**config.mk**
```make
export PLATFORM = sky130hd
export DESIGN_NAME = axi_output_id_mapper
export DESIGN_NICKNAME = d
export VERILOG_FILES = /design/src/design/id_map_pkg.sv /design/src/design/axi_output_id_mapper.sv /design/src/design/core_clock_ctl.sv /design/src/design/id_encoder.sv
export SDC_FILE = /design/constraint.sdc
export NUM_CORES = 1
export LEC_CHECK = 0
export BUFFER_PORTS_ARGS = -buffer_cell sky130_fd_sc_hd__buf_4
export CORE_ASPECT_RATIO = 0.6
export CORE_UTILIZATION = 48
export DETAILED_ROUTE_END_ITERATION = 8
export PLACE_DENSITY = 0.83
export SLEW_MARGIN = 20
export SYNTH_ARGS = -nofsm -noshare
export SYNTH_HDL_FRONTEND = slang
export SYNTH_SLANG_ARGS = --single-unit
```
**constraint.sdc**
```tcl
create_clock -name clk -period 1.9 [get_ports clk]
set_clock_uncertainty 0.05 [all_clocks]
set_input_delay 0 -clock clk [delete_from_list [all_inputs] [get_ports clk]]
set_output_delay 0 -clock clk [all_outputs]
set_load 0.05 [all_outputs]
```
**src/design/id_map_pkg.sv**
```systemverilog
// shared constants, carrier types and width helpers for the output id mapper
package id_map_pkg;

	localparam int WALK_QUEUES_DEF = 8;
	localparam int BUF_IN_ID_DEF = 4;
	localparam int TAG_BITS_DEF = 15;
	localparam int ID_MAX_BITS = 32;
	localparam int TAG_MAX_BITS = 16;

	localparam logic VALID_RST = 1'h0;
	localparam logic PHASE_RST = 1'h0;
	localparam logic [1:0] SYNC_RST = 2'h0;

	// marker patterns placed at the top of the shared-port id
	localparam logic [1:0] WALK_MARK = 2'h2;
	localparam logic [2:0] DVM_MARK = 3'h6;

	typedef enum logic [1:0] {
		SRC_FWD = 2'h0,
		SRC_SYNC = 2'h1,
		SRC_WALK = 2'h2,
		SRC_DVM = 2'h3
	} src_e;

	typedef struct packed {
		logic [ID_MAX_BITS-1:0] id;
		logic [TAG_MAX_BITS-1:0] tag;
		src_e src;
	} beat_s;

	localparam beat_s BEAT_RST = '{id: '0, tag: '0, src: SRC_FWD};

	// power-of-two rounding falls out of the ceiling log
	function automatic int walk_id_bits(input int queues);
		return $clog2(queues);
	endfunction

	function automatic int ctl_out_bits(input int wb);
		return wb + 1;
	endfunction

	function automatic int shared_out_bits(input int in_bits, input int wb);
		return (in_bits > wb) ? in_bits + 1 : wb + 2;
	endfunction

	function automatic int main_out_bits(input int in_bits, input int wb, input bit muxed);
		return muxed ? shared_out_bits(in_bits, wb) : in_bits + 1;
	endfunction

endpackage
```
**src/design/axi_output_id_mapper.sv**
```systemverilog
// output axi id generation for the buffer unit and control unit ports
`timescale 1ns/10ps
module axi_output_id_mapper #(
	parameter int WALK_QUEUES = id_map_pkg::WALK_QUEUES_DEF,
	parameter int BUFFER_IN_ID_BITS = id_map_pkg::BUF_IN_ID_DEF,
	parameter int TAG_BITS = id_map_pkg::TAG_BITS_DEF,
	parameter bit SHARED_PORT = 1'b1,
	parameter bit HALF_CLOCK = 1'b0,
	// widths below are derived once at elaboration
	localparam int WB = id_map_pkg::walk_id_bits(WALK_QUEUES),
	localparam int WQ_W = (WB < 1) ? 1 : WB,
	localparam int MAIN_OUT = id_map_pkg::main_out_bits(BUFFER_IN_ID_BITS, WB, SHARED_PORT),
	localparam int CTL_OUT = id_map_pkg::ctl_out_bits(WB)
) (
	input wire logic clk,
	input wire logic rst_n,
	input wire logic fwd_valid,
	input wire logic [BUFFER_IN_ID_BITS-1:0] fwd_id,
	input wire logic [TAG_BITS-1:0] fwd_tag,
	output logic fwd_ready,
	input wire logic barrier_valid,
	output logic barrier_ready,
	input wire logic walk_valid,
	input wire logic [WQ_W-1:0] walk_queue,
	output logic walk_ready,
	input wire logic dvm_valid,
	output logic dvm_ready,
	input wire logic test_gate_bypass,
	input wire logic test_div_bypass,
	output logic main_m_valid,
	output logic [MAIN_OUT-1:0] main_m_id,
	output logic [TAG_BITS-1:0] main_m_tag,
	input wire logic main_m_ready,
	output logic ctl_m_valid,
	output logic [CTL_OUT-1:0] ctl_m_id,
	input wire logic ctl_m_ready,
	output logic core_tick,
	output logic clk_gate_open
);

	localparam logic [id_map_pkg::ID_MAX_BITS-1:0] QMASK =
		id_map_pkg::ID_MAX_BITS'((64'h1 << WB) - 64'h1);

	id_map_pkg::beat_s t_beat_reg;
	id_map_pkg::beat_s t_beat_next;
	id_map_pkg::beat_s c_beat_reg;
	id_map_pkg::beat_s c_beat_next;
	logic t_valid_reg;
	logic t_valid_next;
	logic c_valid_reg;
	logic c_valid_next;
	logic [MAIN_OUT-1:0] t_id_w;
	logic [CTL_OUT-1:0] c_id_w;

	////////////////////////////////////////////////////////////////////////
	// control unit requests only advance on core ticks
	wire logic cu_dvm = dvm_valid && core_tick;
	wire logic cu_walk = walk_valid && core_tick && !cu_dvm;

	// buffer unit port: dvm, walk, barrier, forwarded in falling priority
	wire logic t_load = !t_valid_reg || main_m_ready;
	wire logic t_dvm = SHARED_PORT && cu_dvm;
	wire logic t_walk = SHARED_PORT && cu_walk;
	wire logic t_bar = barrier_valid && !t_dvm && !t_walk;
	wire logic t_fwd = fwd_valid && !t_dvm && !t_walk && !barrier_valid;
	wire logic t_take = t_load && (t_dvm || t_walk || t_bar || t_fwd);
	wire id_map_pkg::src_e t_src = t_dvm ? id_map_pkg::SRC_DVM :
		t_walk ? id_map_pkg::SRC_WALK :
		t_bar ? id_map_pkg::SRC_SYNC : id_map_pkg::SRC_FWD;

	// control unit port, idle when it shares unit zero's port
	wire logic c_load = !c_valid_reg || ctl_m_ready;
	wire logic c_dvm = !SHARED_PORT && cu_dvm;
	wire logic c_walk = !SHARED_PORT && cu_walk;
	wire logic c_take = c_load && (c_dvm || c_walk);
	wire id_map_pkg::src_e c_src = c_dvm ? id_map_pkg::SRC_DVM : id_map_pkg::SRC_WALK;

	assign fwd_ready = t_load && t_fwd;
	assign barrier_ready = t_load && t_bar;
	assign walk_ready = SHARED_PORT ? (t_load && t_walk) : (c_load && c_walk);
	assign dvm_ready = SHARED_PORT ? (t_load && t_dvm) : (c_load && c_dvm);

	////////////////////////////////////////////////////////////////////////
	id_encoder #(
		.IN_W(BUFFER_IN_ID_BITS),
		.OUT_W(MAIN_OUT),
		.WB(WB),
		.WQ_W(WQ_W),
		.MUXED(SHARED_PORT)
	) u_main_enc (
		.src(t_src),
		.in_id(fwd_id),
		.queue(walk_queue),
		.id(t_id_w)
	);

	id_encoder #(
		.IN_W(1),
		.OUT_W(CTL_OUT),
		.WB(WB),
		.WQ_W(WQ_W),
		.MUXED(1'b0)
	) u_ctl_enc (
		.src(c_src),
		.in_id(1'b0),
		.queue(walk_queue),
		.id(c_id_w)
	);

	// activity that keeps the control core clock gate open
	wire logic core_active = walk_valid || dvm_valid || c_valid_reg ||
		(SHARED_PORT && t_valid_reg && t_beat_reg.src[1]);

	core_clock_ctl #(
		.HALF_CLOCK(HALF_CLOCK)
	) u_clk_ctl (
		.clk(clk),
		.rst_n(rst_n),
		.test_gate_bypass(test_gate_bypass),
		.test_div_bypass(test_div_bypass),
		.core_active(core_active),
		.core_tick(core_tick),
		.gate_open(clk_gate_open)
	);

	////////////////////////////////////////////////////////////////////////
	// tag only travels with forwarded traffic; generated beats carry zero
	assign t_beat_next = t_take ? id_map_pkg::beat_s'{
		id: id_map_pkg::ID_MAX_BITS'(t_id_w),
		tag: t_fwd ? id_map_pkg::TAG_MAX_BITS'(fwd_tag) : '0,
		src: t_src} : t_beat_reg;
	assign t_valid_next = t_take || (t_valid_reg && !main_m_ready);
	assign c_beat_next = c_take ? id_map_pkg::beat_s'{
		id: id_map_pkg::ID_MAX_BITS'(c_id_w),
		tag: '0,
		src: c_src} : c_beat_reg;
	assign c_valid_next = c_take || (c_valid_reg && !ctl_m_ready);

	always_ff @(posedge clk) begin
		if (!rst_n) begin
			t_beat_reg <= id_map_pkg::BEAT_RST;
			t_valid_reg <= id_map_pkg::VALID_RST;
			c_beat_reg <= id_map_pkg::BEAT_RST;
			c_valid_reg <= id_map_pkg::VALID_RST;
		end else begin
			t_beat_reg <= t_beat_next;
			t_valid_reg <= t_valid_next;
			c_beat_reg <= c_beat_next;
			c_valid_reg <= c_valid_next;
		end
	end

	assign main_m_valid = t_valid_reg;
	assign main_m_id = t_beat_reg.id[MAIN_OUT-1:0];
	assign main_m_tag = t_beat_reg.tag[TAG_BITS-1:0];
	assign ctl_m_valid = c_valid_reg;
	assign ctl_m_id = c_beat_reg.id[CTL_OUT-1:0];
endmodule

```
**src/design/core_clock_ctl.sv**
```systemverilog
// half-rate core tick, divider bypass and clock gate bypass for the control unit
`timescale 1ns/10ps
module core_clock_ctl #(
	parameter bit HALF_CLOCK = 1'b0
) (
	input wire logic clk,
	input wire logic rst_n,
	input wire logic test_gate_bypass,
	input wire logic test_div_bypass,
	input wire logic core_active,
	output logic core_tick,
	output logic gate_open
);

	logic [1:0] gate_sync_reg;
	logic [1:0] div_sync_reg;
	logic phase_reg;

	always_ff @(posedge clk) begin
		if (!rst_n) begin
			gate_sync_reg <= id_map_pkg::SYNC_RST;
			div_sync_reg <= id_map_pkg::SYNC_RST;
			phase_reg <= id_map_pkg::PHASE_RST;
		end else begin
			gate_sync_reg <= {gate_sync_reg[0], test_gate_bypass};
			div_sync_reg <= {div_sync_reg[0], test_div_bypass};
			phase_reg <= ~phase_reg;
		end
	end

	// divider realised as an every-other-edge tick; bypass gives full rate
	assign core_tick = !HALF_CLOCK || div_sync_reg[1] || phase_reg;
	assign gate_open = core_active || gate_sync_reg[1];
endmodule

```
**src/design/id_encoder.sv**
```systemverilog
// combinational id pattern builder for one output port
`timescale 1ns/10ps
module id_encoder #(
	parameter int IN_W = 4,
	parameter int OUT_W = 5,
	parameter int WB = 3,
	parameter int WQ_W = 3,
	parameter bit MUXED = 1'b0
) (
	input wire id_map_pkg::src_e src,
	input wire logic [IN_W-1:0] in_id,
	input wire logic [WQ_W-1:0] queue,
	output logic [OUT_W-1:0] id
);

	localparam int WSH = OUT_W - 2;
	localparam int DSH = (OUT_W >= 3) ? OUT_W - 3 : 0;

	wire logic [OUT_W-1:0] fwd_w = OUT_W'(in_id);
	wire logic [OUT_W-1:0] sync_w = '1;
	// a single queue needs no index bits, so the port value is dropped
	wire logic [OUT_W-1:0] qid_w = (WB == 0) ? '0 : OUT_W'(queue);
	wire logic [OUT_W-1:0] walk_mux_w = (OUT_W'(id_map_pkg::WALK_MARK) << WSH) | qid_w;
	wire logic [OUT_W-1:0] dvm_mux_w = OUT_W'(id_map_pkg::DVM_MARK) << DSH;
	wire logic [OUT_W-1:0] dvm_sep_w = OUT_W'(1'b1) << (OUT_W - 1);
	wire logic [OUT_W-1:0] walk_w = MUXED ? walk_mux_w : qid_w;
	wire logic [OUT_W-1:0] dvm_w = MUXED ? dvm_mux_w : dvm_sep_w;

	assign id = (src == id_map_pkg::SRC_FWD) ? fwd_w :
		(src == id_map_pkg::SRC_SYNC) ? sync_w :
		(src == id_map_pkg::SRC_WALK) ? walk_w : dvm_w;

endmodule

```
==> metrics.md, run 1 <==
| Metric | Value |
|---|---|
| Outcome | finished clean |
| Post-CTS Resized | 0 |
| Boundary Pins | 64 |
| CP max stage delay | 0.53 ns |
| CP Cell Sequence | and2b_1 > nor2_4 > o22ai_1 |
| Full die area | roughly 2900 sq um |
| Post-CTS Hold Buffers | 17 |
| ANT nets after route | 0 |
| Final core utilization | 70.14% |
| Total GRT Usage | about a fifth |
| Antenna violations before repair | 0 |
| Via count | ~1,100 |
| Pwr dens | 635.3 nW/um^2 |
| Tcrit/Tclk final | 80.04% |
| DR iter-0 viols | 52 |
| Worst-Skew Late Latency | about 0.26 ns |
| Clk root buf | clkbuf_8 |
| Yosys warns | 0 |
| FP Rows | 14 |
| ANT cells | 0 |
| Buffers on Ports | 57 |
| First-pass GRT wire length | 4416 microns |
| Worst min path class | input port to flip-flop |
| DRC Markers | 0 |
| Main synth FF type | dfxtp_1 |
| TritonCTS Buffers | 3 |
| Largest net degree at the start of global routing | 43 |
| Crit start category | flip-flop |
| RSZ-0062 raised after global routing | no |
| Max clock buf depth | 2 |
| Initial Util | between 50% and 60% |
| Die Y | roughly 42 microns |
| Overflow after GRT | 0 |
| Layout cells sized above 1 | 39.18% |
| CP max FO | 19 |
| Crit-path leading delay family | simple AND/OR/NAND/NOR gates |
| DP HPWL | 1868 microns |
| Synthesis-to-layout area growth | 36.88% |
| Vias in the first global route | 1,016 |
| Die W | 68.99 microns |
| Post-Route Setup TNS | 0 ns |
| Htree depth | 1 |
| Critical path arrival | ~1.6 ns |
| DRT Pass-1 Iters | 4 |
| Max Cap Viol | 0 |
| CP max-delay cell | nor2_4 |
| Core Region | around 2500 sq um |
| Max Fclk | 0.6576 GHz |
| Clk slew on worst S/H paths | 0.08 ns |
| Post-synth EDFFs | 0 |
| Part of the Yosys area used for sequential elements | 38.72% |
| Max reg flops | 15 |
| Final cell area excluding filler cells | 1769 sq um |
| Avg WL per Cell | roughly 12 microns |
| Final WL | 2763 microns |
| Worst slew pin tran | 0.6174 ns |
| Post-CTS Setup Bufs | 0 |
| Fin. Hold Viols | 0 |
| Post-synthesis instance total | 145 |
| Num Clock Sinks | 25 |
| Worst Setup End Kind | flip-flop |
| Worst hold slack | 0.03332 ns |
| Post-route minimum period | 1.521 ns |
| Synth unique cells | 31 |
| WS Path Type | flip-flop to flip-flop |
| Relative max-transition margin | 58.74% |
| Synth async-reset ratio | 0% |
| RePlAce Congestion | approximately 0.87 |
| CTS tree | done |
| Drt via density | 4.796 |
| CP required | 1.97 ns |
| Avg Cell Area, Syn | 8.914 sq um |
| Design Power | 1.124 mW |
| Max-slew violations | 0 |
| Yosys reg bits | 25 |
| Leakage | 0.7832 nW |
| Final number of setup-violating endpoints | 0 |
| Nets | 227 |
| Placed cell area | ~1600 sq um |
| IR drop worst, VDD | 0.4230 mV |
| Post-Syn Area | 1292 sq um |
| CP bufs+invs | 0 |
==> worst reg2reg max path, delay by kind of cell (launching register included) <==
kind            cells  cell delay, ns
compound gates      1            0.21
flops               1            0.34
simple gates        2            0.78
==> cell type report <==
| cell class | count | area [sq um] |
|---|---|---|
| clock buffers | 4 | 45.04 |
| fillers | 201 | 753.2 |
| inverters | 1 | 3.754 |
| repair buffers | 75 | 605.6 |
| multi-input cells | 89 | 574.3 |
| flip-flops and latches | 25 | 500.5 |
| well taps | 32 | 40.04 |
==> stage by stage <==
step	std cells	worst slack [ns]
after floorplan	148	0.3756
after global placement	205	0.4805
after detailed placement	205	0.3960
after CTS	226	0.3801
after global routing	226	0.2924
final	226	0.3792
==> synth_stat cells (all sizes together) (3+ instances only) <==
cell type	count	area [sq um]
o22ai	15	156.4
nand2b	4	25.02
clkbuf	5	18.77
buf	28	211.5
nor2	4	22.52
o311ai	3	26.28
dfxtp	25	500.5
mux2i	3	30.03
nand2	35	131.4
and2	3	18.77
==> cell families (layout without fill, tap and decap cells) <==
logic type / after synthesis / after routing / share of synthesized area, %
buf+inv: 34 / 80 / 18.10
simple gates: 55 / 55 / 21.49
mux: 3 / 3 / 2.323
compound gates: 26 / 26 / 18.78
other cells: 2 / 5 / 0.5810
flops: 25 / 25 / 38.72
==> cells in the final DEF, fill, tap and decap left out, drive strengths merged <==
cell type / instances
a211oi: 1
a21boi: 2
and2: 3
and2b: 1
and3: 1
and3b: 1
buf: 58
clkbuf: 4
conb: 5
dfxtp: 25
dlygate4sd3: 17
inv: 1
mux2i: 3
nand2: 35
nand2b: 4
nand3: 1
nand3b: 1
nor2: 4
nor2b: 1
nor3: 1
nor3b: 1
nor4: 1
o21a: 1
o21ai: 1
o21bai: 2
o22ai: 15
o311a: 1
o311ai: 3
==> power by group <==
| part | total (mW) | switching (mW) | internal, mW |
|---|---|---|---|
| registers | 0.549 | 0.00858 | 0.540 |
| logic | 0.279 | 0.164 | 0.115 |
| clock network | 0.296 | 0.147 | 0.149 |
==> worst paths after layout <==
| kind | from | end | slack [ns] | cells past startpoint |
|---|---|---|---|---|
| worst max-delay path | main_m_valid | main_m_tag[0] | 0.38 | 3 |
| worst max register to register | main_m_valid | main_m_tag[0] | 0.38 | 3 |
| worst min register to register | u_clk_ctl.gate_sync_reg[0] | u_clk_ctl.gate_sync_reg[1] | 0.39 | 1 |
| worst min-delay path | fwd_id[1] | main_m_id[1] | 0.03 | 3 |
==> per-layer routing <==
layer	GRT usage, %	up-vias	wire length [microns]
met1	22.71	490	1150
met5	0	-	0
li1	-	554	-
met3	7.337	2	167
met4	3.265	0	14
met2	37.48	38	1431
Power figures use the tool's default switching activity.
==> inputs of run 2 (changes only) <==
- CORE_UTILIZATION: 48 -> 45
- PLACE_DENSITY: 0.83 -> 0.79
- clock period: 1.9 -> 1.43 ns (I/O delays scaled with it)
==> run 2 against run 1 <==
  * The flow now finishes with violations (DRC)
  * Count of clock-buffer cells in the layout is 1 lower
  * Worst hold slack worse by 0.018 ns
  * Critical endpoint is now fwd_ready
  * Critical path depth is 2 higher
  * Combinational power is 38% higher
  * Global-route usage is 2.2 points lower
==> metrics.md, run 2 (same netlist as run 1, synthesis figures left out) <==
| Metric | Value |
|---|---|
| DP HPWL | just under 2000 microns |
| Via count | between 1,000 and 1,500 |
| Failing checks | DRC |
| Fin. Hold Viols | 0 |
| Final worst setup slack | 0.1369 ns |
| Nets | 229 |
| First-pass GRT wire length | 4416 microns |
| Vias in the first global route | 1,023 |
| Initial Util | between 40% and 50% |
| Clk root buf | clkbuf_8 |
| Commonest cells after routing, fill and taps aside | buf_4, nand2_1, dfxtp_1 |
| Leakage | 0.8100 nW |
| Placed cell area | 1583 sq um |
| Post-Route Setup TNS | 0 ns |
| Post-route minimum period | 1.293 ns |
| Outcome | finished, violations left |
| Final core utilization | between 60% and 70% |
| CP Cell Sequence | nand2b_4 > nand3_1 > buf_8 > inv_2 > buf_4 |
| Fin cells | 228 |
| Crit-path leading delay family | buffers and inverters |
| Met2 Use GR | between 30% and 40% |
| Die Y | about 44 microns |
| WS Path Type | flip-flop to output port |
| Largest net degree at the start of global routing | 23 |
| Avg WL per Cell | 11.99 microns |
| RePlAce Congestion | 0.8119 |
| Pre-CTS setup slack | 0.2302 ns |
| Antenna violations before repair | 0 |
| Area of the multi-input gates | between 500 and 600 sq um |
| Total GRT Usage | 18.28% |
| Worst hold slack | 0.01505 ns |
| Placed Cells | 207 |
| Num Clock Sinks | 25 |
| Worst Setup End Kind | output port |
| Htree depth | 1 |
| Pwr dens | 836.9 nW/um^2 |
| Buffers on Ports | 57 |
| Die W | between 70 and 80 microns |
| DRC Markers | 2 |
| FP Rows | 14 |
| Final WL | 2733 microns |
| Overflow after GRT | 0 |
| RSZ-0062 raised after global routing | no |
| Drt via density | 4.803 |
| IR drop worst, VDD | slightly above 0.5 mV |
| DRT Pass-1 Iters | 5 |
| Max-slew violations | 0 |
| GR Util met1 | 20.98% |
| CP max-delay cell | dfxtp_2 |
| Clk slew on worst S/H paths | 0.08 ns |
| Final cell area excluding filler cells | 1814 sq um |
| Most common cell after layout, fill and taps aside | buf_4 |
| Synthesis-to-layout area growth | 40.37% |
| Max Fclk | roughly 0.77 GHz |
| Max Cap Viol | 0 |
| ANT cells | 0 |
| Tcrit/Tclk final | approximately nine tenths |
| CP bufs+invs | 3 |
| Full die area | 3098 sq um |
| Final number of setup-violating endpoints | 0 |
| CP max stage delay | 0.38 ns |
| Worst min path class | input port to flip-flop |
| CP max FO | 16 |
| DR iter-0 viols | 28 |
| Layout cells sized above 1 | between 40% and 50% |
| Design Power | 1.518 mW |
| Core Region | 2610 sq um |
| Critical path arrival | 1.24 ns |
| Max reg flops | 15 |
| Worst-Skew Late Latency | 0.26 ns |
| CP required | 1.38 ns |
| Gr busiest metal | met2 |
| CTS tree | done |
| Met3 Usage GRT | 4.651% |
| Boundary Pins | 64 |
| Crit start category | flip-flop |
| Max clock buf depth | 2 |
| TritonCTS Buffers | 3 |
| Sequential cell area | 501.7 sq um |
| Fillers | 207 |
| ANT nets after route | 0 |
-- run 2: final cells by class --
type / count / area share, %
clock buffer: 3 / 2.276
clock inverter: 1 / 0.2759
inverter: 1 / 0.2069
multi-input combinational: 89 / 32.07
sequential: 25 / 27.66
tap: 32 / 2.207
timing repair buffer: 77 / 35.31
-- run 2: power breakdown --
group          total (mW)  switching, mW  internal [mW]
registers           0.730         0.0116          0.718
logic               0.385          0.220          0.165
clock network       0.404          0.210          0.195
-- run 2: worst register-to-register path: stages (launching register included) --
cell,delay (ns)
dfxtp_2,0.35
and2b_1,0.24
nor2_4,0.15
buf_12,0.17
mux2i_1,0.19
-- run 2: what timing repair did --
action | in CTS | in global routing
gates resized for setup | 0 | 3
endpoints found under the setup margin | 0 | 1
setup buffers | 0 | 0
hold buffers | 17 | 0
hold endpoints to repair | 17 | 0
-- run 2: worst paths after layout --
path,end,cells after the start,slack [ns],start
worst max register to register,main_m_id[1],4,0.21,main_m_valid
worst min-delay path,main_m_valid,3,0.02,main_m_ready
worst min register to register,u_clk_ctl.gate_sync_reg[1],1,0.39,u_clk_ctl.gate_sync_reg[0]
worst max-delay path,fwd_ready,5,0.14,main_m_valid
-- run 2: metal layers --
| metal | wire [microns] | vias to the layer above | share of wire [%] |
|---|---|---|---|
| met2 | 1402 | 25 | 51 |
| li1 | - | 561 | - |
| met1 | 1223 | 507 | 45 |
| met4 | 14 | 0 | 0.51 |
| met5 | 0 | - | 0 |
| met3 | 93 | 2 | 3.4 |
